### config.mk
export PLATFORM = sky130hd
export DESIGN_NAME = uart_fifo_control
export DESIGN_NICKNAME = d
export VERILOG_FILES = /design/src/verilog/fifo_ctl_pkg.sv /design/src/verilog/byte_fifo.sv /design/src/verilog/uart_fifo_control.sv
export SDC_FILE = /design/constraint.sdc
export NUM_CORES = 1
export LEC_CHECK = 0
export BUFFER_PORTS_ARGS = -buffer_cell sky130_fd_sc_hd__buf_2
export CORE_ASPECT_RATIO = 1.5
export CORE_MARGIN = 10
export CORE_UTILIZATION = 30
export CTS_CLUSTER_DIAMETER = 100
export DETAILED_ROUTE_END_ITERATION = 6
export SLEW_MARGIN = 20
export SYNTH_ARGS = -nofsm -noshare
export SYNTH_HDL_FRONTEND = slang
export SYNTH_SLANG_ARGS = --single-unit
### constraint.sdc
create_clock -name clock -period 2.8 [get_ports clock]
set_input_delay 0.28 -clock clock [delete_from_list [all_inputs] [get_ports clock]]
set_output_delay 0.28 -clock clock [all_outputs]
set_load 0.05 [all_outputs]
### src/verilog/fifo_ctl_pkg.sv
// Package: constants and carriers for the UART FIFO control block
`default_nettype none
package fifo_ctl_pkg;
    localparam int FIFO_DEPTH = 64;
    localparam int CNT_W = 7;
    localparam int FCR_EN_BIT = 0;
    localparam int FCR_RXCLR_BIT = 1;
    localparam int FCR_TXCLR_BIT = 2;
    localparam int FCR_TXTRIG_LSB = 4;
    localparam int FCR_RXTRIG_LSB = 6;
    localparam logic [7:0] FCR_RESET = 8'h00;
    localparam logic [7:0] LCR_RESET = 8'h1d;
    localparam logic [6:0] RX_TRIG_L0 = 7'h08;
    localparam logic [6:0] RX_TRIG_L1 = 7'h10;
    localparam logic [6:0] RX_TRIG_L2 = 7'h38;
    localparam logic [6:0] RX_TRIG_L3 = 7'h3c;
    localparam logic [6:0] TX_TRIG_L0 = 7'h08;
    localparam logic [6:0] TX_TRIG_L1 = 7'h10;
    localparam logic [6:0] TX_TRIG_L2 = 7'h20;
    localparam logic [6:0] TX_TRIG_L3 = 7'h38;
    // Crystal cycles a clear is held
    localparam int CLEAR_CYCLES = 2;

    typedef struct packed {
        logic [1:0] rx_trigger;
        logic [1:0] tx_trigger;
        logic fifo_enable;
    } fifo_cfg_t;

    // Bit 7 first: divisor latch at the top, word length in bits 1:0
    typedef struct packed {
        logic divisor_latch;
        logic break_ctl;
        logic force_parity;
        logic even_parity;
        logic parity_en;
        logic two_stop;
        logic [1:0] word_length;
    } line_format_t;

    typedef enum logic [1:0] {
        CLR_IDLE = 2'b00,
        CLR_RUN1 = 2'b01,
        CLR_RUN2 = 2'b11
    } clear_state_t;
endpackage : fifo_ctl_pkg
`default_nettype wire

### src/verilog/byte_fifo.sv
// Byte FIFO with flip-flop storage, clear input and single-location mode
`default_nettype none
module byte_fifo #(
    parameter int DEPTH = 64,
    parameter int CW = 7
) (
    // Clock and reset
    input wire logic clock,
    input wire logic reset,
    // Control
    input wire logic clear,
    input wire logic single,
    // Fill side
    input wire logic in_valid,
    output logic in_ready,
    input wire logic [7:0] in_data,
    // Drain side
    output logic out_valid,
    input wire logic out_ready,
    output logic [7:0] out_data,
    // Level
    output logic [CW-1:0] count
);
    if (DEPTH < 2 || (1 << (CW - 1)) != DEPTH) begin : g_depth_check
        $error("byte_fifo: DEPTH must be 2**(CW-1)");
    end

    logic [7:0] mem_reg [DEPTH];
    logic [CW-2:0] rd_reg, rd_next, wr_reg, wr_next;
    logic [CW-1:0] cnt_reg, cnt_next;
    logic push, pop;

    always_comb begin
        in_ready = single ? (cnt_reg == '0) : (cnt_reg != CW'(DEPTH));
        out_valid = (cnt_reg != '0);
        // Single mode always uses location zero
        out_data = mem_reg[single ? '0 : rd_reg];
        push = in_valid && in_ready;
        pop = out_valid && out_ready;
        rd_next = rd_reg;
        wr_next = wr_reg;
        cnt_next = cnt_reg;
        if (clear) begin
            rd_next = '0;
            wr_next = '0;
            cnt_next = '0;
        end else begin
            if (push && !single) wr_next = wr_reg + 1'b1;
            if (pop && !single) rd_next = rd_reg + 1'b1;
            if (push && !pop) cnt_next = cnt_reg + 1'b1;
            else if (pop && !push) cnt_next = cnt_reg - 1'b1;
        end
        count = cnt_reg;
    end

    always_ff @(posedge clock) begin
        if (reset) begin
            rd_reg <= '0;
            wr_reg <= '0;
            cnt_reg <= '0;
        end else begin
            rd_reg <= rd_next;
            wr_reg <= wr_next;
            cnt_reg <= cnt_next;
        end
        if (push && !clear) mem_reg[single ? '0 : wr_reg] <= in_data;
    end
endmodule : byte_fifo
`default_nettype wire

### src/verilog/uart_fifo_control.sv
// UART FIFO control: control register, clear sequencing, two FIFOs, thresholds
`default_nettype none
module uart_fifo_control
    import fifo_ctl_pkg::*;
#(
    parameter int DEPTH = FIFO_DEPTH
) (
    // Clock (crystal clock domain) and reset
    input wire logic clock,
    input wire logic reset,
    // Register writes from the host interface
    input wire logic fifo_control_we,
    input wire logic line_format_we,
    input wire logic [7:0] write_data,
    input wire logic enhanced_function_enable,
    // Receive path: shift register to FIFO, FIFO to host
    input wire logic rx_in_valid,
    output logic rx_in_ready,
    input wire logic [7:0] rx_in_data,
    output logic rx_out_valid,
    input wire logic rx_out_ready,
    output logic [7:0] rx_out_data,
    // Transmit path: host to FIFO, FIFO to shift register
    input wire logic tx_in_valid,
    output logic tx_in_ready,
    input wire logic [7:0] tx_in_data,
    output logic tx_out_valid,
    input wire logic tx_out_ready,
    output logic [7:0] tx_out_data,
    // Status
    output fifo_ctl_pkg::fifo_cfg_t cfg,
    output fifo_ctl_pkg::line_format_t line_format,
    output logic rx_clear_busy,
    output logic tx_clear_busy,
    output logic rx_threshold,
    output logic tx_threshold
);
    import fifo_ctl_pkg::*;

    if (DEPTH != FIFO_DEPTH) begin : g_depth_check
        $error("uart_fifo_control: DEPTH must be 64");
    end

    ////////////////////////////////////////////////////////////////////////
    // Control and line format registers
    fifo_cfg_t cfg_reg, cfg_next;
    line_format_t lf_reg, lf_next;
    logic rx_clr_req, tx_clr_req;

    always_comb begin
        cfg_next = cfg_reg;
        lf_next = lf_reg;
        rx_clr_req = 1'b0;
        tx_clr_req = 1'b0;
        if (fifo_control_we) begin
            cfg_next.rx_trigger = write_data[FCR_RXTRIG_LSB +: 2];
            if (enhanced_function_enable) begin
                cfg_next.tx_trigger = write_data[FCR_TXTRIG_LSB +: 2];
            end
            cfg_next.fifo_enable = write_data[FCR_EN_BIT];
            rx_clr_req = write_data[FCR_RXCLR_BIT];
            tx_clr_req = write_data[FCR_TXCLR_BIT];
        end
        if (line_format_we) begin
            lf_next = line_format_t'(write_data);
        end
    end

    always_ff @(posedge clock) begin
        if (reset) begin
            cfg_reg <= fifo_cfg_t'({FCR_RESET[7:4], FCR_RESET[0]});
            lf_reg <= line_format_t'(LCR_RESET);
        end else begin
            cfg_reg <= cfg_next;
            lf_reg <= lf_next;
        end
    end

    ////////////////////////////////////////////////////////////////////////
    // Clear sequencers, one per FIFO
    clear_state_t rx_st_reg, rx_st_next, tx_st_reg, tx_st_next;

    function automatic clear_state_t clr_step(input clear_state_t s, input logic req);
        case (s)
            CLR_IDLE: clr_step = req ? CLR_RUN1 : CLR_IDLE;
            CLR_RUN1: clr_step = req ? CLR_RUN1 : CLR_RUN2;
            default: clr_step = req ? CLR_RUN1 : CLR_IDLE;
        endcase
    endfunction : clr_step

    always_comb begin
        rx_st_next = clr_step(rx_st_reg, rx_clr_req);
        tx_st_next = clr_step(tx_st_reg, tx_clr_req);
    end

    always_ff @(posedge clock) begin
        if (reset) begin
            rx_st_reg <= CLR_IDLE;
            tx_st_reg <= CLR_IDLE;
        end else begin
            rx_st_reg <= rx_st_next;
            tx_st_reg <= tx_st_next;
        end
    end

    ////////////////////////////////////////////////////////////////////////
    // FIFOs; clear touches only FIFO state, never the shift registers
    logic [CNT_W-1:0] rx_count, tx_count;
    logic rx_clr, tx_clr;
    logic rx_fv, tx_fv;
    logic [7:0] rx_fd, tx_fd;
    logic rx_ov_reg, tx_ov_reg;
    logic rx_push, tx_push;
    logic [CNT_W-1:0] rx_fill, tx_fill;
    assign rx_clr = (rx_st_reg != CLR_IDLE);
    assign tx_clr = (tx_st_reg != CLR_IDLE);
    // A word is taken only on the handshake the sender sees at the port
    assign rx_push = rx_in_valid && rx_in_ready && !rx_clr;
    assign tx_push = tx_in_valid && tx_in_ready && !tx_clr;

    byte_fifo #(.DEPTH(DEPTH), .CW(CNT_W)) rx_fifo (
        .clock(clock), .reset(reset), .clear(rx_clr),
        .single(!cfg_reg.fifo_enable),
        .in_valid(rx_push), .in_ready(), .in_data(rx_in_data),
        .out_valid(rx_fv), .out_ready(!rx_clr && (!rx_ov_reg || rx_out_ready)),
        .out_data(rx_fd), .count(rx_count)
    );

    byte_fifo #(.DEPTH(DEPTH), .CW(CNT_W)) tx_fifo (
        .clock(clock), .reset(reset), .clear(tx_clr),
        .single(1'b0),
        .in_valid(tx_push), .in_ready(), .in_data(tx_in_data),
        .out_valid(tx_fv), .out_ready(!tx_clr && (!tx_ov_reg || tx_out_ready)),
        .out_data(tx_fd), .count(tx_count)
    );

    // Fill level as the host sees it: FIFO words plus the output stage
    assign rx_fill = rx_count + CNT_W'(rx_ov_reg);
    assign tx_fill = tx_count + CNT_W'(tx_ov_reg);

    ////////////////////////////////////////////////////////////////////////
    // Output stages and thresholds
    logic rx_ov_next, tx_ov_next;
    logic rx_rdy_next, tx_rdy_next;
    logic [7:0] rx_od_reg, rx_od_next, tx_od_reg, tx_od_next;
    logic rx_thr_next, tx_thr_next;
    logic [6:0] rx_lvl, tx_lvl;

    function automatic logic [6:0] rx_level(input logic [1:0] sel);
        case (sel)
            2'h0: rx_level = RX_TRIG_L0;
            2'h1: rx_level = RX_TRIG_L1;
            2'h2: rx_level = RX_TRIG_L2;
            default: rx_level = RX_TRIG_L3;
        endcase
    endfunction : rx_level

    function automatic logic [6:0] tx_level(input logic [1:0] sel);
        case (sel)
            2'h0: tx_level = TX_TRIG_L0;
            2'h1: tx_level = TX_TRIG_L1;
            2'h2: tx_level = TX_TRIG_L2;
            default: tx_level = TX_TRIG_L3;
        endcase
    endfunction : tx_level

    // Ready is registered, so it stays high only if a word still fits after this cycle
    function automatic logic room_left(
        input logic [CNT_W-1:0] fill,
        input logic p,
        input logic one
    );
        room_left = (8'(fill) + 8'(p)) < (one ? 8'h01 : 8'(DEPTH));
    endfunction : room_left

    always_comb begin
        rx_lvl = rx_level(cfg_reg.rx_trigger);
        tx_lvl = tx_level(cfg_reg.tx_trigger);
        rx_ov_next = rx_ov_reg;
        rx_od_next = rx_od_reg;
        tx_ov_next = tx_ov_reg;
        tx_od_next = tx_od_reg;
        if (rx_clr) begin
            rx_ov_next = 1'b0;
        end else if (!rx_ov_reg || rx_out_ready) begin
            rx_ov_next = rx_fv;
            rx_od_next = rx_fd;
        end
        if (tx_clr) begin
            tx_ov_next = 1'b0;
        end else if (!tx_ov_reg || tx_out_ready) begin
            tx_ov_next = tx_fv;
            tx_od_next = tx_fd;
        end
        rx_thr_next = cfg_reg.fifo_enable && (rx_fill >= rx_lvl);
        tx_thr_next = cfg_reg.fifo_enable
            && ((7'(DEPTH) - tx_fill) >= tx_lvl);
        rx_rdy_next = !rx_clr && !rx_clr_req
            && room_left(rx_fill, rx_push, !cfg_reg.fifo_enable);
        tx_rdy_next = !tx_clr && !tx_clr_req
            && room_left(tx_fill, tx_push, 1'b0);
    end

    always_ff @(posedge clock) begin
        if (reset) begin
            rx_ov_reg <= 1'b0;
            rx_od_reg <= 8'h00;
            tx_ov_reg <= 1'b0;
            tx_od_reg <= 8'h00;
            rx_threshold <= 1'b0;
            tx_threshold <= 1'b0;
            rx_in_ready <= 1'b0;
            tx_in_ready <= 1'b0;
        end else begin
            rx_ov_reg <= rx_ov_next;
            rx_od_reg <= rx_od_next;
            tx_ov_reg <= tx_ov_next;
            tx_od_reg <= tx_od_next;
            rx_threshold <= rx_thr_next;
            tx_threshold <= tx_thr_next;
            rx_in_ready <= rx_rdy_next;
            tx_in_ready <= tx_rdy_next;
        end
    end

    assign rx_out_valid = rx_ov_reg;
    assign rx_out_data = rx_od_reg;
    assign tx_out_valid = tx_ov_reg;
    assign tx_out_data = tx_od_reg;
    assign cfg = cfg_reg;
    assign line_format = lf_reg;
    // Low state bit is set exactly in the two busy states
    assign rx_clear_busy = rx_st_reg[0];
    assign tx_clear_busy = tx_st_reg[0];
endmodule : uart_fifo_control
`default_nettype wire

==> results.yml, run 1 <==
setup_path:
  worstPathCellList: "buf_12, buf_4, o32ai_1, a211oi_1, o21ai_0, a2111oi_1, nor4_1"
  crit_family: "compound AO/OA/AOI/OAI gates"
  slowest_stage: "a2111oi_1"
  crit_start: "rx_fifo.rd_reg[0]"
  ff2ff_path_depth: 7
  endpoint: "rx_out_data[5]"
  slowest_delay_ps: 750
  critPathKind: "flip-flop to flip-flop"
  crit_buf_inv: 2
  crit_path_start_kind: "flip-flop"
  r2r-end: "rx_out_data[5]"
  critPathArrivalTime_ps: 3400
  required_ps: 3360
  cp_num_cells: 7
  r2r-start: "rx_fifo.rd_reg[0]"
  reg2reg_setup_slack_ps: -30
  endpoint_kind: "flip-flop"
  worstPathMaxFanout: 26
timing:
  timing.fmax_mhz: 353
  setup_viol: 1
  grt_setup_unrepaired: "yes"
  worstMarginPinSlew_ps: 1090
  period_needed_ps: 2830
  finalClockSkew_ps: 56.9
  fin_crit_sh_pct: 101
  finalMaxSlewViolations: 0
  setup_slack_ps: -32.1
  final_hold_viol_count: 0
  relSlewSlack_pct: 26.9
cts:
  clockBufferDepth: 3
  cts_root_buf: "clkbuf_16"
  cts_tree: "done"
  cts_buffers: 102
  clk_pin_slew_ps: 60
  cts_max_level: 3
  insertion_delay_ps: 710
  cts.sinks: 1101
route:
  route.detailed.drc: 0
  viasPerCell: 4.98
  drt_iter0_markers: 1901
  drtPass1Iterations: 5
  ant_nets: 0
  wl_per_cell_um: 22.9
  route.vias.total: 24902
  routed_wl_um: 114000
logic_synthesis:
  synth_xor_xnor_area_share_pct: 0.909
  yosys.area.top_type: "edfxtp_1"
  synth_top_family_by_area: "multiplexers"
  synth_area_mm2: 0.0443
  synthMuxAreaShare_pct: 11.2
  synth_top_flop_cell: "edfxtp_1"
  ys_warn_count: 0
  synth.avg_cell_area_um2: 16.8
  synthesis.nets: 2699
  synth_adder_area_share_pct: 1.02
  ys_ff_latch: 1101
  async_flop_share_pct: 0
  synthCells: 2631
  synth_top_area_share_pct: 69.4
  seq_area_frac_synth_pct: 72.8
  synth-edff-count: 1024
  yosys-top-cells-area: "edfxtp_1 69%, mux4_2 5.8%, mux2i_1 3.5%, dfxtp_1 3.5%, nor2_1 1.8%"
  synth_compound_area_share_pct: 6.85
  synth-simple-area-share_pct: 5.29
  ys_types: 76
job:
  cap_violations: 0
place:
  hpwlAfterDp_um: 79200
  io_buffers: 69
  gp_congestion: 0.846
global_routing:
  grt_pass1_wl_um: 169000
  grt_pass1_vias: 25827
  grt-ovfl-total: 0
  grt_max_degree: 65
  antenna_found_initial: 0
  grt.total_usage_pct: 13.6
floorplan:
  rows: 172
  die_area_mm2: 0.164
  coreArea_mm2: 0.147
  pin_count: 70
  fp.dieW_um: 334
  dieHeight_um: 491
  start_util_pct: 30.2
power_and_ir_drop:
  power_leakage_uw: 0.0171
  vdd_drop_max_uv: 656
  p_per_area_mw_per_mm2: 715
  total_power_uw: 37800
layout:
  final_common_cell: "edfxtp_1"
  antenna_cells: 0
  final_cell_mix: "1024 x edfxtp_1, 318 x buf_4, 216 x nor2_1"
  area_growth_pct: 19.4
  utilization_pct: 36.1
  finalNetCount: 3069
  drive_above_1_share_pct: 25.8
min_path:
  hp-class: "input port to flip-flop"
  min_path_cells: 4
run_status:
  violations: "setup timing"
  status: "complete, but fails checks"
cells in the mapped netlist, types with 8 or more instances:
library cell  count
edfxtp_1       1024
nor2_1          217
mux2i_1         155
mux4_2          115
a21oi_1         106
nand2_1          94
dfxtp_1          77
clkbuf_1         64
mux2_2           59
o22ai_1          51
buf_2            49
nand3_1          38
a22oi_1          37
ha_1             33
nor2b_1          33
o21ai_0          33
a21o_1           31
a211oi_1         29
nor3_1           29
xor2_1           25
buf_4            24
a32oi_1          22
o221ai_1         21
xnor2_1          21
buf_1            16
inv_1            15
nor4_1           15
a2111oi_0        14
o21bai_1         12
nand4_1          11
and3_1           10
a211o_1           9
nand2b_1          9
o311ai_0          9
a2bb2oi_1         8
nand3b_1          8
o32ai_1           8
or3_1             8
layer usage:
metal  GRT usage (%)  vias to the layer above  wire, µm
met5               0                        -         0
met4            5.94                        0      4850
met3            2.13                      221      5680
met2            25.1                      791     61400
met1            15.2                    12660     42500
li1                -                    11230         -
area by class of cell:
cell class                      count  area [µm²]
Sequential cell                  1101       32300
Fill cell                       13806       93800
Inverter                           16        62.6
Clock inverter                     60         683
Timing Repair Buffer              423        3310
Multi-Input combinational cell   1357       11400
Clock buffer                      131        2720
Tap cell                         1914        2390
timing repair:
item	4_1_cts	5_1_grt
endpoints found under the hold margin	53	0
buffers inserted	3	2
gates resized for setup	9	36
setup endpoints to repair	6	52
pin swaps	5	14
cloned	0	0
hold buffers	13	0
power by group:
group	total, µW	internal [µW]	switching, µW
Combinational	5420	2370	3050
Clock	14100	8020	6060
Sequential	18300	18100	200
kinds of logic (layout without fill, tap and decap cells):
family | count (synthesis) | in the layout
DFF | 1101 | 1101
and+or+nand+nor | 502 | 502
AOI/OAI and AO/OA | 439 | 439
muxes | 335 | 335
buffers and inverters | 173 | 630
xor gates and xnor gates | 46 | 46
adders and majority gates | 35 | 35
per-stage QoR:
stage	TNS [ps]	worst slack (ps)	cells	area (µm²)	hold WS, ps
after floorplan	-4.20	-4.20	2631	44400	379
after global placement	-1190	-494	4793	49100	469
after detailed placement	-887	-286	4793	49200	476
after CTS	0	4.41	5000	52700	9.17
after global routing	-124	-68.0	5002	52900	54.8
final	-32.1	-32.1	5002	52900	56.3
worst min-delay path by stage:
| stage | start | to | slack, ps |
|---|---|---|---|
| 6_report | tx_in_valid | tx_in_ready | 60 |
| 3_3_place_gp | line_format[6] | line_format[6] | 470 |
| 5_1_grt | tx_in_data[2] | tx_fifo.mem_reg[32][2] | 50 |
| 3_5_place_dp | line_format[6] | line_format[6] | 480 |
| 4_1_cts | tx_in_valid | tx_in_ready | 9 |
| 2_1_floorplan | rx_in_data[0] | rx_fifo.mem_reg[0][0] | 380 |
worst register-to-register path: stages (launching register included):
cell	delay, ps
dfxtp_4	640
buf_12	280
buf_4	270
o32ai_1	150
a211oi_1	200
o21ai_0	250
a2111oi_1	750
nor4_1	150
Power figures use the tool's default switching activity.
==> inputs of run 2 (changes only) <==
--- a/config.mk
+++ b/config.mk
@@ -11,6 +11,7 @@
 export CORE_UTILIZATION = 30
 export CTS_CLUSTER_DIAMETER = 100
 export DETAILED_ROUTE_END_ITERATION = 6
+export PLACE_DENSITY = 0.55
 export SLEW_MARGIN = 20
 export SYNTH_ARGS = -nofsm -noshare
 export SYNTH_HDL_FRONTEND = slang
==> run 2 against run 1 <==
Effect of this change: critical path type unchanged; the run now ends clean; non-clock buffer count is 45 higher; highest routed layer unchanged; routed wire length is 4.0% higher; flip-flop and latch count stayed put.
==> results.yml, run 2 (synthesis results as in run 1) <==
setup_path:
  critPathArrivalTime_ps: 3320
  required_ps: 3370
  worstPathMaxFanout: 4
  slowest_stage: "fa_2"
  critPathKind: "flip-flop to flip-flop"
  reg2reg_setup_slack_ps: 50
  crit_family: "compound AO/OA/AOI/OAI gates"
  crit_path_start_kind: "flip-flop"
  crit_buf_inv: 2
  slowest_delay_ps: 370
  r2r-start: "rx_fifo.count[0]"
  r2r-end: "rx_fifo.count[6]"
  endpoint_kind: "flip-flop"
  crit_top_cell: "a21oi_2"
  cp_num_cells: 13
  worstPathCellList: "nor4_4, buf_4, nand3b_1, a21oi_2, ha_2, inv_4, fa_2, a21oi_2, o21bai_2, a211o_1, o211ai_1, xnor2_1, nor2_1"
  ff2ff_path_depth: 13
timing:
  setup_slack_ps: 52.7
  finalClockSkew_ps: 65.4
  fin_crit_sh_pct: 98.1
  finalMaxSlewViolations: 0
  timing.fmax_mhz: 364
  grt_setup_unrepaired: "yes"
  setup_viol: 0
  relSlewSlack_pct: 37.6
  worstMarginPinSlew_ps: 936
  finalSetupTns_ps: 0
  final_hold_viol_count: 0
  period_needed_ps: 2750
place:
  hpwlAfterDp_um: 81100
  place_ws_ps: -58.3
  io_buffers: 69
  dpl.cell_count: 4837
  gp_congestion: 0.816
  place_area_mm2: 0.0494
power_and_ir_drop:
  p_per_area_mw_per_mm2: 722
  vdd_drop_max_uv: 595
  power_leakage_uw: 0.0173
route:
  routed_wl_um: 119000
  drt_iter0_markers: 1711
  route.vias.total: 25084
  route.detailed.drc: 0
  drtPass1Iterations: 5
  wl_per_cell_um: 23.6
  viasPerCell: 4.97
  ant_nets: 0
cts:
  cts_tree: "done"
  cts_root_buf: "clkbuf_16"
  insertion_delay_ps: 740
  clk_pin_slew_ps: 60
  clockBufferDepth: 3
  cts_max_level: 3
  cts_buffers: 104
  cts.sinks: 1101
global_routing:
  grt_pass1_wl_um: 175000
  grt-ovfl-total: 0
  grt_pass1_vias: 26174
  grt_max_degree: 65
  antenna_found_initial: 3
  grt.total_usage_pct: 14.2
run_status:
  status: "finished clean"
layout:
  stdcell_area_mm2: 0.0533
  finalNonFillerCells: 5051
  area_growth_pct: 20.1
  fillerInstances: 13971
  utilization_pct: 36.3
  finalNetCount: 3116
  final_common_cell: "edfxtp_1"
  drive_above_1_share_pct: 26.3
  final_cell_mix: "1024 x edfxtp_1, 368 x buf_4, 217 x nor2_1"
floorplan:
  pin_count: 70
  rows: 172
  start_util_pct: 30.2
  coreArea_mm2: 0.147
  dieHeight_um: 491
  die_area_mm2: 0.164
  fp.dieW_um: 334
job:
  cap_violations: 0
min_path:
  min_path_cells: 3
  hp-class: "input port to flip-flop"
  hold_start: "fifo_control_we"
  holdPathEnd: "cfg[3]"
-- run 2: changes by cell type in the layout (fill, tap and decap cells not counted), sizes merged --
cell         previous run  this run
bufinv                 12        15
clkinv                 43        44
dlygate4sd3            13        15
clkbuf                131       128
inv                    18        19
diode                   0         2
buf                   410       453
-- run 2: cell type report --
type / count / area [µm²] / area share, %
antenna: 2 / 5.00 / 0.00940
clock inverter: 65 / 811 / 1.52
sequential: 1101 / 32300 / 60.7
tap: 1914 / 2390 / 4.50
inverter: 16 / 62.6 / 0.117
timing repair buffer: 468 / 3580 / 6.73
multi-input combinational: 1357 / 11300 / 21.3
clock buffer: 128 / 2740 / 5.15
-- run 2: worst max-delay path by stage --
| stage | start | endpoint | slack, ps |
|---|---|---|---|
| 2_1_floorplan | cfg[0] | rx_fifo.count[5] | -4 |
| 3_3_place_gp | rx_fifo.count[0] | rx_fifo.count[5] | 3 |
| 3_5_place_dp | rx_fifo.count[0] | rx_fifo.count[5] | -60 |
| 4_1_cts | rx_fifo.count[5] | rx_fifo.count[5] | 3 |
| 5_1_grt | rx_fifo.count[0] | rx_fifo.count[6] | -140 |
| 6_report | rx_fifo.count[0] | rx_fifo.count[6] | 50 |
-- run 2: stage by stage --
stage	hold WS (ps)	total power (µW)
6_report	85.9	38500
5_1_grt	63.2	40000
4_1_cts	19.2	38700
3_5_place_dp	485	23900
3_3_place_gp	469	23900
2_1_floorplan	379	22000
-- run 2: worst register-to-register path, stage by stage, from the launching register on --
cell and delay (ps):
dfxtp_2 330, nor4_4 290, buf_4 170, nand3b_1 130
a21oi_2 190, ha_2 230, inv_4 60, fa_2 370
a21oi_2 170, o21bai_2 100, a211o_1 300, o211ai_1 110
xnor2_1 140, nor2_1 50
-- run 2: power breakdown --
group          internal, µW  switching (µW)
clock                  8400            6300
sequential            18100             210
combinational          2390            3020
total                 28900            9530
-- run 2: what timing repair did --
| action | 4_1_cts | 5_1_grt |
|---|---|---|
| hold endpoints to repair | 19 | 0 |
| buffers inserted | 1 | 3 |
| resized for setup | 1 | 21 |
| hold buffers | 15 | 0 |
| pin swaps | 3 | 12 |
| setup endpoints to repair | 2 | 5 |
-- run 2: layer usage --
layer | up-vias | part of all wire, % | GRT usage (%)
met5 | - | 0 | 0
met4 | 0 | 5.2 | 7.38
met3 | 224 | 4.4 | 2.03
met2 | 653 | 52 | 25.7
met1 | 12898 | 38 | 15.9
li1 | 11309 | - | -
